$ cat src/include/fcclr_pkg.sv
package fcclr_pkg;
  // link word layout: four control bits, slow clock copy, three spare
  localparam int WORD_W = 8;
  localparam int CTL_W = 4;
  localparam int CTL_LSB = 0;
  localparam int SLOW_BIT = 4;
  localparam logic [WORD_W-1:0] WORD_RST = 8'h00;
  localparam logic [CTL_W-1:0] CTL_RST = 4'h0;
  // control bit order inside the control field
  localparam int CTL_RUN = 0;
  localparam int CTL_LATCH = 1;
  localparam int CTL_HALT = 2;
  localparam int CTL_SPARE = 3;
  // clock mux sources
  localparam int NUM_CLK = 5;
  localparam int CLK_SEL_W = 3;
  localparam logic [CLK_SEL_W-1:0] CLK_SEL_RST = 3'h0;
  localparam logic [CLK_SEL_W-1:0] CLK_SEL_LINK_FAST = 3'h3;
  localparam logic [CLK_SEL_W-1:0] CLK_SEL_LINK_SLOW = 3'h4;
  // link clock from the master: core clock divided, two link cycles per slow cycle
  localparam int CORE_CLK_HZ = 10_000_000;
  localparam int LINK_HALF_CYC = 2;
  localparam logic [1:0] LINK_HALF_CYC_M1 = 2'(LINK_HALF_CYC - 1);
  // lock supervision
  localparam int LOCK_WAIT_NS = 20_000;
  localparam int LOCK_WAIT_CYC = (LOCK_WAIT_NS * (CORE_CLK_HZ / 1_000_000)) / 1000;
  localparam logic [11:0] LOCK_WAIT_CNT = 12'(LOCK_WAIT_CYC);
  // reference oscillator choice
  typedef enum logic {FCCLR_REF_LOCAL_20M, FCCLR_REF_ACCEL_18M} fcclr_ref_t;
  typedef enum logic [1:0] {FCCLR_RESET, FCCLR_WAIT, FCCLR_LOCKED} fcclr_state_t;
endpackage

$ cat src/include/fcclr_link_if.sv
`timescale 1ns/1ns
interface fcclr_link_if;
  import fcclr_pkg::*;
  logic link_clk;
  logic [WORD_W-1:0] link_data;
  logic master_src_accel;
  modport tx (output link_clk, output link_data, output master_src_accel);
  modport rx (input link_clk, input link_data, input master_src_accel);
endinterface

$ cat src/fcclr_rx.sv
// Operation
// link clock runs twice the slow clock
// one eight-bit word per link cycle
// four word bits carry control signals
// one word bit carries slow clock copy
// provide fast and slow recovered clocks
// reference from crystal within tolerance
// link clock 20MHz or 18.766MHz by source
// enable exactly one reference oscillator
// data bits aligned to recovered clock
// process data on recovered clock edges
// drive deserializer controls, read its status
// internal mux picks one of five clocks
// mux path skew left to channel delays
// control mux follows clock selection
// mux switching glitches are tolerated
// controls aligned to slow clock edges
`timescale 1ns/1ns
module fcclr_rx (
  // clock and reset
  input wire logic i_core_clk,
  input wire logic i_srst,
  // link from master
  fcclr_link_if.rx link,
  // deserializer status
  input wire logic i_rx_violation,
  input wire logic i_rx_locked,
  // local clock and control sources
  input wire logic [fcclr_pkg::NUM_CLK-1:0] i_clk_src,
  input wire logic [fcclr_pkg::CTL_W-1:0] i_local_ctl,
  input wire logic [fcclr_pkg::CLK_SEL_W-1:0] i_clk_sel,
  // reference oscillator enables
  output logic o_ref_en_20m,
  output logic o_ref_en_18m,
  // deserializer controls
  output logic o_rx_reset,
  output logic o_rx_enable,
  // recovered signals
  output logic o_fast_clk,
  output logic o_slow_clk,
  output logic [fcclr_pkg::CTL_W-1:0] o_link_ctl,
  output logic o_link_up,
  output logic o_err,
  // muxed outputs
  output logic o_mux_clk,
  output logic [fcclr_pkg::CTL_W-1:0] o_mux_ctl
);
  import fcclr_pkg::*;

  logic [WORD_W+2-1:0] link_s;
  logic [NUM_CLK+2-1:0] misc_s;
  logic lclk_s;
  logic [WORD_W-1:0] ldata_s;
  logic accel_s;
  logic viol_s;
  logic lock_s;
  logic [NUM_CLK-1:0] clk_s;

  // pins from other domains pass two flops before use
  fcclr_sync #(.W(WORD_W + 2)) u_sync_link (
    .i_core_clk(i_core_clk),
    .i_srst(i_srst),
    .i_async({link.link_clk, link.master_src_accel, link.link_data}),
    .o_sync(link_s)
  );
  fcclr_sync #(.W(NUM_CLK + 2)) u_sync_misc (
    .i_core_clk(i_core_clk),
    .i_srst(i_srst),
    .i_async({i_rx_violation, i_rx_locked, i_clk_src}),
    .o_sync(misc_s)
  );
  assign lclk_s = link_s[WORD_W+1];
  assign accel_s = link_s[WORD_W];
  assign ldata_s = link_s[WORD_W-1:0];
  assign viol_s = misc_s[NUM_CLK+1];
  assign lock_s = misc_s[NUM_CLK];
  assign clk_s = misc_s[NUM_CLK-1:0];

  typedef struct packed {
    fcclr_state_t state;
    logic [11:0] wait_cnt;
    fcclr_ref_t ref_sel;
    logic lclk_prev;
    logic [WORD_W-1:0] word;
    logic slow_prev;
    logic fast;
    logic slow;
    logic [CTL_W-1:0] ctl;
    logic ref20;
    logic ref18;
    logic rst;
    logic en;
    logic up;
    logic err;
    logic mclk;
    logic [CTL_W-1:0] mctl;
  } fcclr_rx_st_t;

  fcclr_rx_st_t st_q;
  fcclr_rx_st_t st_d;

  always_comb begin
    st_d = st_q;
    st_d.lclk_prev = lclk_s;
    // reference follows the master's source; crystal tolerance is a board matter
    st_d.ref_sel = accel_s ? FCCLR_REF_ACCEL_18M : FCCLR_REF_LOCAL_20M;
    st_d.ref18 = (st_d.ref_sel == FCCLR_REF_ACCEL_18M);
    st_d.ref20 = (st_d.ref_sel != FCCLR_REF_ACCEL_18M);
    st_d.fast = lclk_s;
    // word captured on the rising recovered edge, where data is stable
    if (lclk_s && !st_q.lclk_prev) begin
      st_d.word = ldata_s;
      st_d.slow_prev = ldata_s[SLOW_BIT];
      st_d.slow = ldata_s[SLOW_BIT];
      // controls update only on slow clock rising edges
      if (ldata_s[SLOW_BIT] && !st_q.slow_prev) begin
        st_d.ctl = ldata_s[CTL_LSB +: CTL_W];
      end
    end
    // deserializer control sequencing
    case (st_q.state)
      FCCLR_RESET: begin
        st_d.rst = 1'h1;
        st_d.en = 1'h0;
        st_d.up = 1'h0;
        st_d.wait_cnt = LOCK_WAIT_CNT;
        st_d.state = FCCLR_WAIT;
      end
      FCCLR_WAIT: begin
        st_d.rst = 1'h0;
        st_d.en = 1'h1;
        if (st_q.wait_cnt != 12'h000) begin
          st_d.wait_cnt = st_q.wait_cnt - 12'h001;
        end else if (lock_s) begin
          st_d.state = FCCLR_LOCKED;
        end
      end
      FCCLR_LOCKED: begin
        st_d.up = 1'h1;
        if (!lock_s) begin
          st_d.state = FCCLR_RESET;
        end
      end
      default: begin
        st_d.state = FCCLR_RESET;
      end
    endcase
    // sticky until reset; reset clears it even while a violation is present
    st_d.err = st_q.err | viol_s;
    // reference switch forces a relock
    if (st_d.ref_sel != st_q.ref_sel) begin
      st_d.state = FCCLR_RESET;
    end
    // five-way clock mux; a switch may glitch, the downstream pll smooths it
    // a single output flop shared by all sources, residual skew is trimmed per channel
    case (i_clk_sel)
      3'h0: st_d.mclk = clk_s[0];
      3'h1: st_d.mclk = clk_s[1];
      3'h2: st_d.mclk = clk_s[2];
      CLK_SEL_LINK_FAST: st_d.mclk = st_q.fast;
      CLK_SEL_LINK_SLOW: st_d.mclk = st_q.slow;
      default: st_d.mclk = clk_s[0];
    endcase
    // control source goes with the clock source
    if (i_clk_sel == CLK_SEL_LINK_FAST || i_clk_sel == CLK_SEL_LINK_SLOW) begin
      st_d.mctl = st_q.ctl;
    end else begin
      st_d.mctl = i_local_ctl;
    end
  end

  always_ff @(posedge i_core_clk) begin
    if (i_srst) begin
      st_q <= '0;
      st_q.state <= FCCLR_RESET;
      st_q.ref20 <= 1'h1;
      st_q.rst <= 1'h1;
      st_q.ctl <= CTL_RST;
      st_q.mctl <= CTL_RST;
    end else begin
      st_q <= st_d;
    end
  end

  assign o_ref_en_20m = st_q.ref20;
  assign o_ref_en_18m = st_q.ref18;
  assign o_rx_reset = st_q.rst;
  assign o_rx_enable = st_q.en;
  assign o_fast_clk = st_q.fast;
  assign o_slow_clk = st_q.slow;
  assign o_link_ctl = st_q.ctl;
  assign o_link_up = st_q.up;
  assign o_err = st_q.err;
  assign o_mux_clk = st_q.mclk;
  assign o_mux_ctl = st_q.mctl;
endmodule

$ cat src/fcclr_sync.sv
`timescale 1ns/1ns
module fcclr_sync #(
  parameter int W = 1
) (
  input wire logic i_core_clk,
  input wire logic i_srst,
  input wire logic [W-1:0] i_async,
  output logic [W-1:0] o_sync
);
  typedef struct packed {
    logic [W-1:0] meta;
    logic [W-1:0] sync;
  } fcclr_sync_st_t;
  fcclr_sync_st_t st_q;
  fcclr_sync_st_t st_d;
  always_comb begin
    st_d.meta = i_async;
    st_d.sync = st_q.meta;
  end
  always_ff @(posedge i_core_clk) begin
    if (i_srst) begin
      st_q <= '0;
    end else begin
      st_q <= st_d;
    end
  end
  assign o_sync = st_q.sync;
endmodule

$ cat src/flat_wrapper.sv
// flat-port wrapper written by rule: the top's interface ports become plain ports
module fcclr_rx_flat import fcclr_pkg::*;
  (i_core_clk, i_srst, i_rx_violation, i_rx_locked, i_clk_src, i_local_ctl, i_clk_sel, o_ref_en_20m, o_ref_en_18m, o_rx_reset, o_rx_enable, o_fast_clk, o_slow_clk, o_link_ctl, o_link_up, o_err, o_mux_clk, o_mux_ctl, link_link_clk, link_link_data, link_master_src_accel);
  fcclr_link_if link_i ();
  input wire logic i_core_clk;
  input wire logic i_srst;
  input wire logic i_rx_violation;
  input wire logic i_rx_locked;
  input wire logic [fcclr_pkg::NUM_CLK-1:0] i_clk_src;
  input wire logic [fcclr_pkg::CTL_W-1:0] i_local_ctl;
  input wire logic [fcclr_pkg::CLK_SEL_W-1:0] i_clk_sel;
  output logic o_ref_en_20m;
  output logic o_ref_en_18m;
  output logic o_rx_reset;
  output logic o_rx_enable;
  output logic o_fast_clk;
  output logic o_slow_clk;
  output logic [fcclr_pkg::CTL_W-1:0] o_link_ctl;
  output logic o_link_up;
  output logic o_err;
  output logic o_mux_clk;
  output logic [fcclr_pkg::CTL_W-1:0] o_mux_ctl;
  input wire logic [$bits(link_i.link_clk)-1:0] link_link_clk;
  input wire logic [$bits(link_i.link_data)-1:0] link_link_data;
  input wire logic [$bits(link_i.master_src_accel)-1:0] link_master_src_accel;
  assign link_i.link_clk = link_link_clk;
  assign link_i.link_data = link_link_data;
  assign link_i.master_src_accel = link_master_src_accel;
  fcclr_rx u_core (.i_core_clk(i_core_clk), .i_srst(i_srst), .link(link_i), .i_rx_violation(i_rx_violation), .i_rx_locked(i_rx_locked), .i_clk_src(i_clk_src), .i_local_ctl(i_local_ctl), .i_clk_sel(i_clk_sel), .o_ref_en_20m(o_ref_en_20m), .o_ref_en_18m(o_ref_en_18m), .o_rx_reset(o_rx_reset), .o_rx_enable(o_rx_enable), .o_fast_clk(o_fast_clk), .o_slow_clk(o_slow_clk), .o_link_ctl(o_link_ctl), .o_link_up(o_link_up), .o_err(o_err), .o_mux_clk(o_mux_clk), .o_mux_ctl(o_mux_ctl));
endmodule
$ cat config.mk
export PLATFORM = sky130hd
export DESIGN_NAME = fcclr_rx_flat
export DESIGN_NICKNAME = d
export VERILOG_FILES = /design/src/include/fcclr_pkg.sv /design/src/include/fcclr_link_if.sv /design/src/fcclr_rx.sv /design/src/fcclr_sync.sv /design/src/flat_wrapper.sv
export SDC_FILE = /design/constraint.sdc
export NUM_CORES = 1
export LEC_CHECK = 0
export CAP_MARGIN = 20
export CORE_MARGIN = 10
export CORE_UTILIZATION = 55
export CTS_CLUSTER_SIZE = 28
export DETAILED_ROUTE_END_ITERATION = 10
export DONT_BUFFER_PORTS = 1
export PLACE_DENSITY = 0.68
export SETUP_SLACK_MARGIN = 0.5
export SLEW_MARGIN = 5
export SYNTH_ARGS = -nofsm -noshare
export SYNTH_HDL_FRONTEND = slang
export SYNTH_SLANG_ARGS = --single-unit
export TNS_END_PERCENT = 1
$ cat constraint.sdc
create_clock -name i_core_clk -period 3.06 [get_ports i_core_clk]
set_input_delay 0.153 -clock i_core_clk [delete_from_list [all_inputs] [get_ports i_core_clk]]
set_output_delay 0.153 -clock i_core_clk [all_outputs]
set_load 0.01 [all_outputs]
### Yosys cells after proc, flatten, opt, wreduce, memory -nomap -nowiden

Cells that the tools add are included.

* add/subtract/negate cells: 1
* multipliers: 0
* div/mod/pow operators: 0
* $lt $le $gt $ge: 0
* equality and inequality tests: 11
* shift operators: 0
* muxes and demuxes: 11
* bitwise gates (word level): 2
* reductions and logical operators: 13

Operators with widths (number)
* $pmux 12 s2: 1
* $mux 12: 1
* $reduce_bool 12->1: 1
* $sub 12x1->12 const B: 1
* $eq 3x2->1 const B: 2
* $mux 2: 3
* $ne 2x2->1 const B: 3
* $pmux 2 s3: 1
* $mux 4: 1
* $pmux 1 s4: 1
* $pmux 2 s2: 1
* $reduce_and 2->1: 2
* $reduce_bool 2->1: 2
* $eq 3x1->1 const B: 1
* $eq 3x3->1 const B: 1
* $reduce_and 3->1: 1
* $eq 2x1->1 const B: 1
* $eq 2x2->1 const B: 1
* $logic_and 1x1->1: 2
* $logic_not 1->1: 2
* $logic_not 2->1: 1
* $ne 2x1->1 const B: 1
* $pmux 1 s2: 1
* $reduce_or 2->1: 1
* 5 further kinds: 5

* register bits: 65
* bits in latches: 0
* memory bits (writable): 0
* ROM bits: 0
* bits of input ports: 26
* output and inout bits: 17
* logic and storage cells: 55
* memories: 0

### Depth between registers and ports, before layout

* word-level depth: 3
* mapped depth: 6
* depth with buffers taken out: 6

### Modules after synthesis

Synthesis repeated with hierarchy kept, for this count alone.

* cells, all modules: 231
* area, all modules: 2509.9 µm²

By module, submodules not included
* fcclr_rx: instances 1, cells an instance 160, area each 1483.9 µm², seq. area each 620.6 µm²
* fcclr_sync at u_core.u_sync_link: instances 1, cells an instance 42, area each 618.1 µm², seq. area each 400.4 µm²
* fcclr_sync at u_core.u_sync_misc: instances 1, cells an instance 29, area each 407.9 µm², seq. area each 280.3 µm²

### Worst setup path after synthesis

OpenSTA, ideal clock, no wires.

* kind: register to register
* start point: register u_core.st_q[35] (netlist bit)
* end point: register u_core.st_q[31] (netlist bit)
* setup time: 0.130 ns
* arrival: 1.796 ns
* required time: 2.930 ns
* path slack: 1.134 ns
* stages on the path, launching flop included: 6
* buffers on the path: 1
* cells stage by stage: dfxtp_1 > or4_1 > buf_2 > or4_4 > a311oi_2 > nor3_2

* longest elaborated chain between the ends: 3

Ends and longest elaborated chain
* start: declaration: RTL line fcclr_rx.sv:99 `fcclr_rx_st_t st_q;`
* start signal: assignment: RTL line fcclr_rx.sv:181 `st_q <= st_d;`
* $reduce_bool 12->1: RTL line fcclr_rx.sv:132 `if (st_q.wait_cnt != 12'h000) begin`
* $ne 2x1->1 (no line)
* $reduce_and 2->1 (no line)

Every way passes these cells.
A chain may end at the register's enable or synchronous reset.

### Worst setup path after layout

Ends and elaborated chain as after synthesis.

==> metrics.cfg <==
[layout]
regArea_mm2=0.00110
stdcell_count=259
final_nets=239
n_antenna_cell=0
drive_gt1_share_pct=7.11
multiInputGateArea_um2=856
syn_to_final_growth_pct=10.7
fillers=303
post-route-util_pct=63.0

[synth]
post_synth.cell_area_avg_um2=10.1
synth_area_mm2=0.00208
yosysMostFrequentCell=dfxtp_1
synth_cells=206
synth_cell_types=38
synth.yosys.seq_area_share_pct=52.9
ys.flop_type=dfxtp_1
synth.largest_area_cell=dfxtp_1
async_flop_share_pct=0
synth_top_cell_area_share_pct=52.9
yosys_warnings=0
synthTopCellsByCount=55 x dfxtp_1, 28 x nor2b_1, 18 x nor2_1
synthesis.nets=234
synth-seq-cells=55
synth_area_leaders=dfxtp_1 53%, nor2b_1 8.4%, mux2i_1 5.3%, nor2_1 3.2%, buf_4 2.9%
synth_edf_count=0

[detailed_routing]
ant_nets=0
dr.first_iter.drc_count=100
drc=0
wirelength_um=3950
via_per_inst=5.41
drt_pass1_iterations=4
post_drt_wl_per_cell_um=15.2
num_vias=1401

[floorplanning]
fp-row-count=22
fp.dieH_um=81.5
core_mm2=0.00366
pin_count=43
start_util_pct=56.9
dieArea_mm2=0.00665
die_w_um=81.5

[global_route]
track_usage_pct=12.3
antenna_found_initial=0
grt_max_degree=45
grt_pass1_wl_um=6470
grt_pass1_vias=1378
grt.overflow.total=0

[timing]
setup_tns_ns=0
fin_crit_ns=2.08
worst_pin_slew_ns=0.559
drv_slew=0
finalHoldViolCount=0
fin_worst_skew_ns=0.00504
hold_slack_ns=0.00720
fin_crit_sh_pct=68.1
rsz0062_at_grt=false
setup_viol=0
timing.fmax_mhz=480
relSlewSlack_pct=62.6

[pwr]
power_density_mw_per_mm2=593
power.leakage_nw=0.882
power_w=0.00137
vdd_ir_drop_max_v=0.000357

[critical_path]
arrival_ns=2.28
worstSetupPathType=register to register
endpoint_kind=register
r2r-end=u_core.st_q[31]
rrSetupSlack_ns=0.98
reg2reg_from=u_core.st_q[35]
critPathLaunchType=register
cp.required_ns=3.26
path_max_fanout=7
reg2regPathDepth=4

[clock_tree]
clk_pin_slew_ns=0.09
root_buffer=clkbuf_8
cts.htree.levels=2
worstSkewPairLatency_ns=0.30
clk_path_buf_depth=2
cts_setup_buffers=0
cts_buffers=5
tritoncts=yes
cts.sinks=55

[placement]
dp.cells=236
hpwl_um=2720
port_buffers=0
gp_congestion=0.813

[min_path]
hold-path-cell-count=2
min_to=u_core.o_mux_ctl[3]
min_path_type=primary input to register
min_from=i_local_ctl[3]

[outcome]
status=finished, final reports clean

[flow_run]
maxCapViolCount=0

-- worst max path at each step --
stage,from,end
after floorplan,u_core.st_q[35],u_core.st_q[31]
after global placement,u_core.st_q[35],u_core.st_q[31]
after detailed placement,u_core.st_q[35],u_core.st_q[31]
after CTS,u_core.st_q[35],u_core.st_q[31]
after global routing,u_core.st_q[35],u_core.st_q[35]
final,u_core.st_q[35],u_core.st_q[31]
-- logic make-up after synthesis --
family,share of synthesized area [%]
XOR/XNOR,0.421
adder cells (fa/ha/maj),1.20
flip-flops,52.9
multiplexers,6.37
AO/OA/AOI/OAI,8.29
AND/OR/NAND/NOR,24.8
buffers and inverters,6.01
-- registers in the layout, indices dropped and copies added, names as in the netlist --
register / cells
u_core.o_mux_ctl: 4
u_core.o_link_up: 1
u_core.o_rx_enable: 1
u_core.u_sync_misc.o_sync: 5
u_core.o_err: 1
u_core.u_sync_link.st_d: 7
u_core.st_q: 17
u_core.o_link_ctl: 4
u_core.u_sync_misc.st_d: 5
u_core.o_mux_clk: 1
u_core.o_rx_reset: 1
u_core.u_sync_link.o_sync: 7
u_core.o_ref_en_20m: 1
-- per-stage QoR --
step                instance area, um2  setup slack (ns)
floorplan                         2080              1.13
global placement                  2040              1.05
detailed placement                2040              1.00
CTS                               2300             0.983
global route                      2300             0.855
finish                            2300             0.977
-- layer usage --
layer	global-route usage, %	vias up	share of wire [%]	routed length [um]
met3	5.24	5	8.2	322
met4	4.67	0	1.3	51
met2	20.5	32	48	1900
met5	0	-	0	0
li1	-	704	-	-
met1	13.6	660	42	1670
-- power breakdown --
part | leakage [nW] | switching, W | internal (W)
clock network | 0.0477 | 0.000224 | 0.000182
logic | 0.381 | 0.0000919 | 0.0000810
registers | 0.453 | 0.0000326 | 0.000754
total | 0.882 | 0.000349 | 0.00102
-- worst max-delay path: stages (launching register included) --
cell and delay [ns]:
dfxtp_1 0.37, or4_1 0.71, or4_4 0.57, a311oi_2 0.28, nor3_2 0.05
-- area by class of cell --
| class | instances | share of cell area, % |
|---|---|---|
| Tap cell | 48 | 2.61 |
| Clock inverter | 1 | 0.380 |
| Multi-Input combinational cell | 126 | 37.1 |
| Sequential cell | 55 | 47.8 |
| Clock buffer | 6 | 3.58 |
| Inverter | 7 | 1.14 |
| Timing Repair Buffer | 16 | 7.38 |
-- timing repair --
action / CTS / global route
endpoints found under the hold margin: 45 / 0
hold buffers: 16 / 0
resized for setup: 0 / 0
-- cell usage in the layout (no fill, tap or decap), drive strengths merged, types with 3 or more instances in the layout --
cell type / instances
nor2b: 28
or3: 7
dfxtp: 55
nor2: 18
mux2i: 11
or4: 9
a21oi: 8
inv: 8
dlygate4sd3: 15
o21ai: 3
nand2: 8
nor4: 3
nand2b: 5
clkbuf: 6
o31ai: 3
No activity file was read; power rests on OpenSTA's default activity.
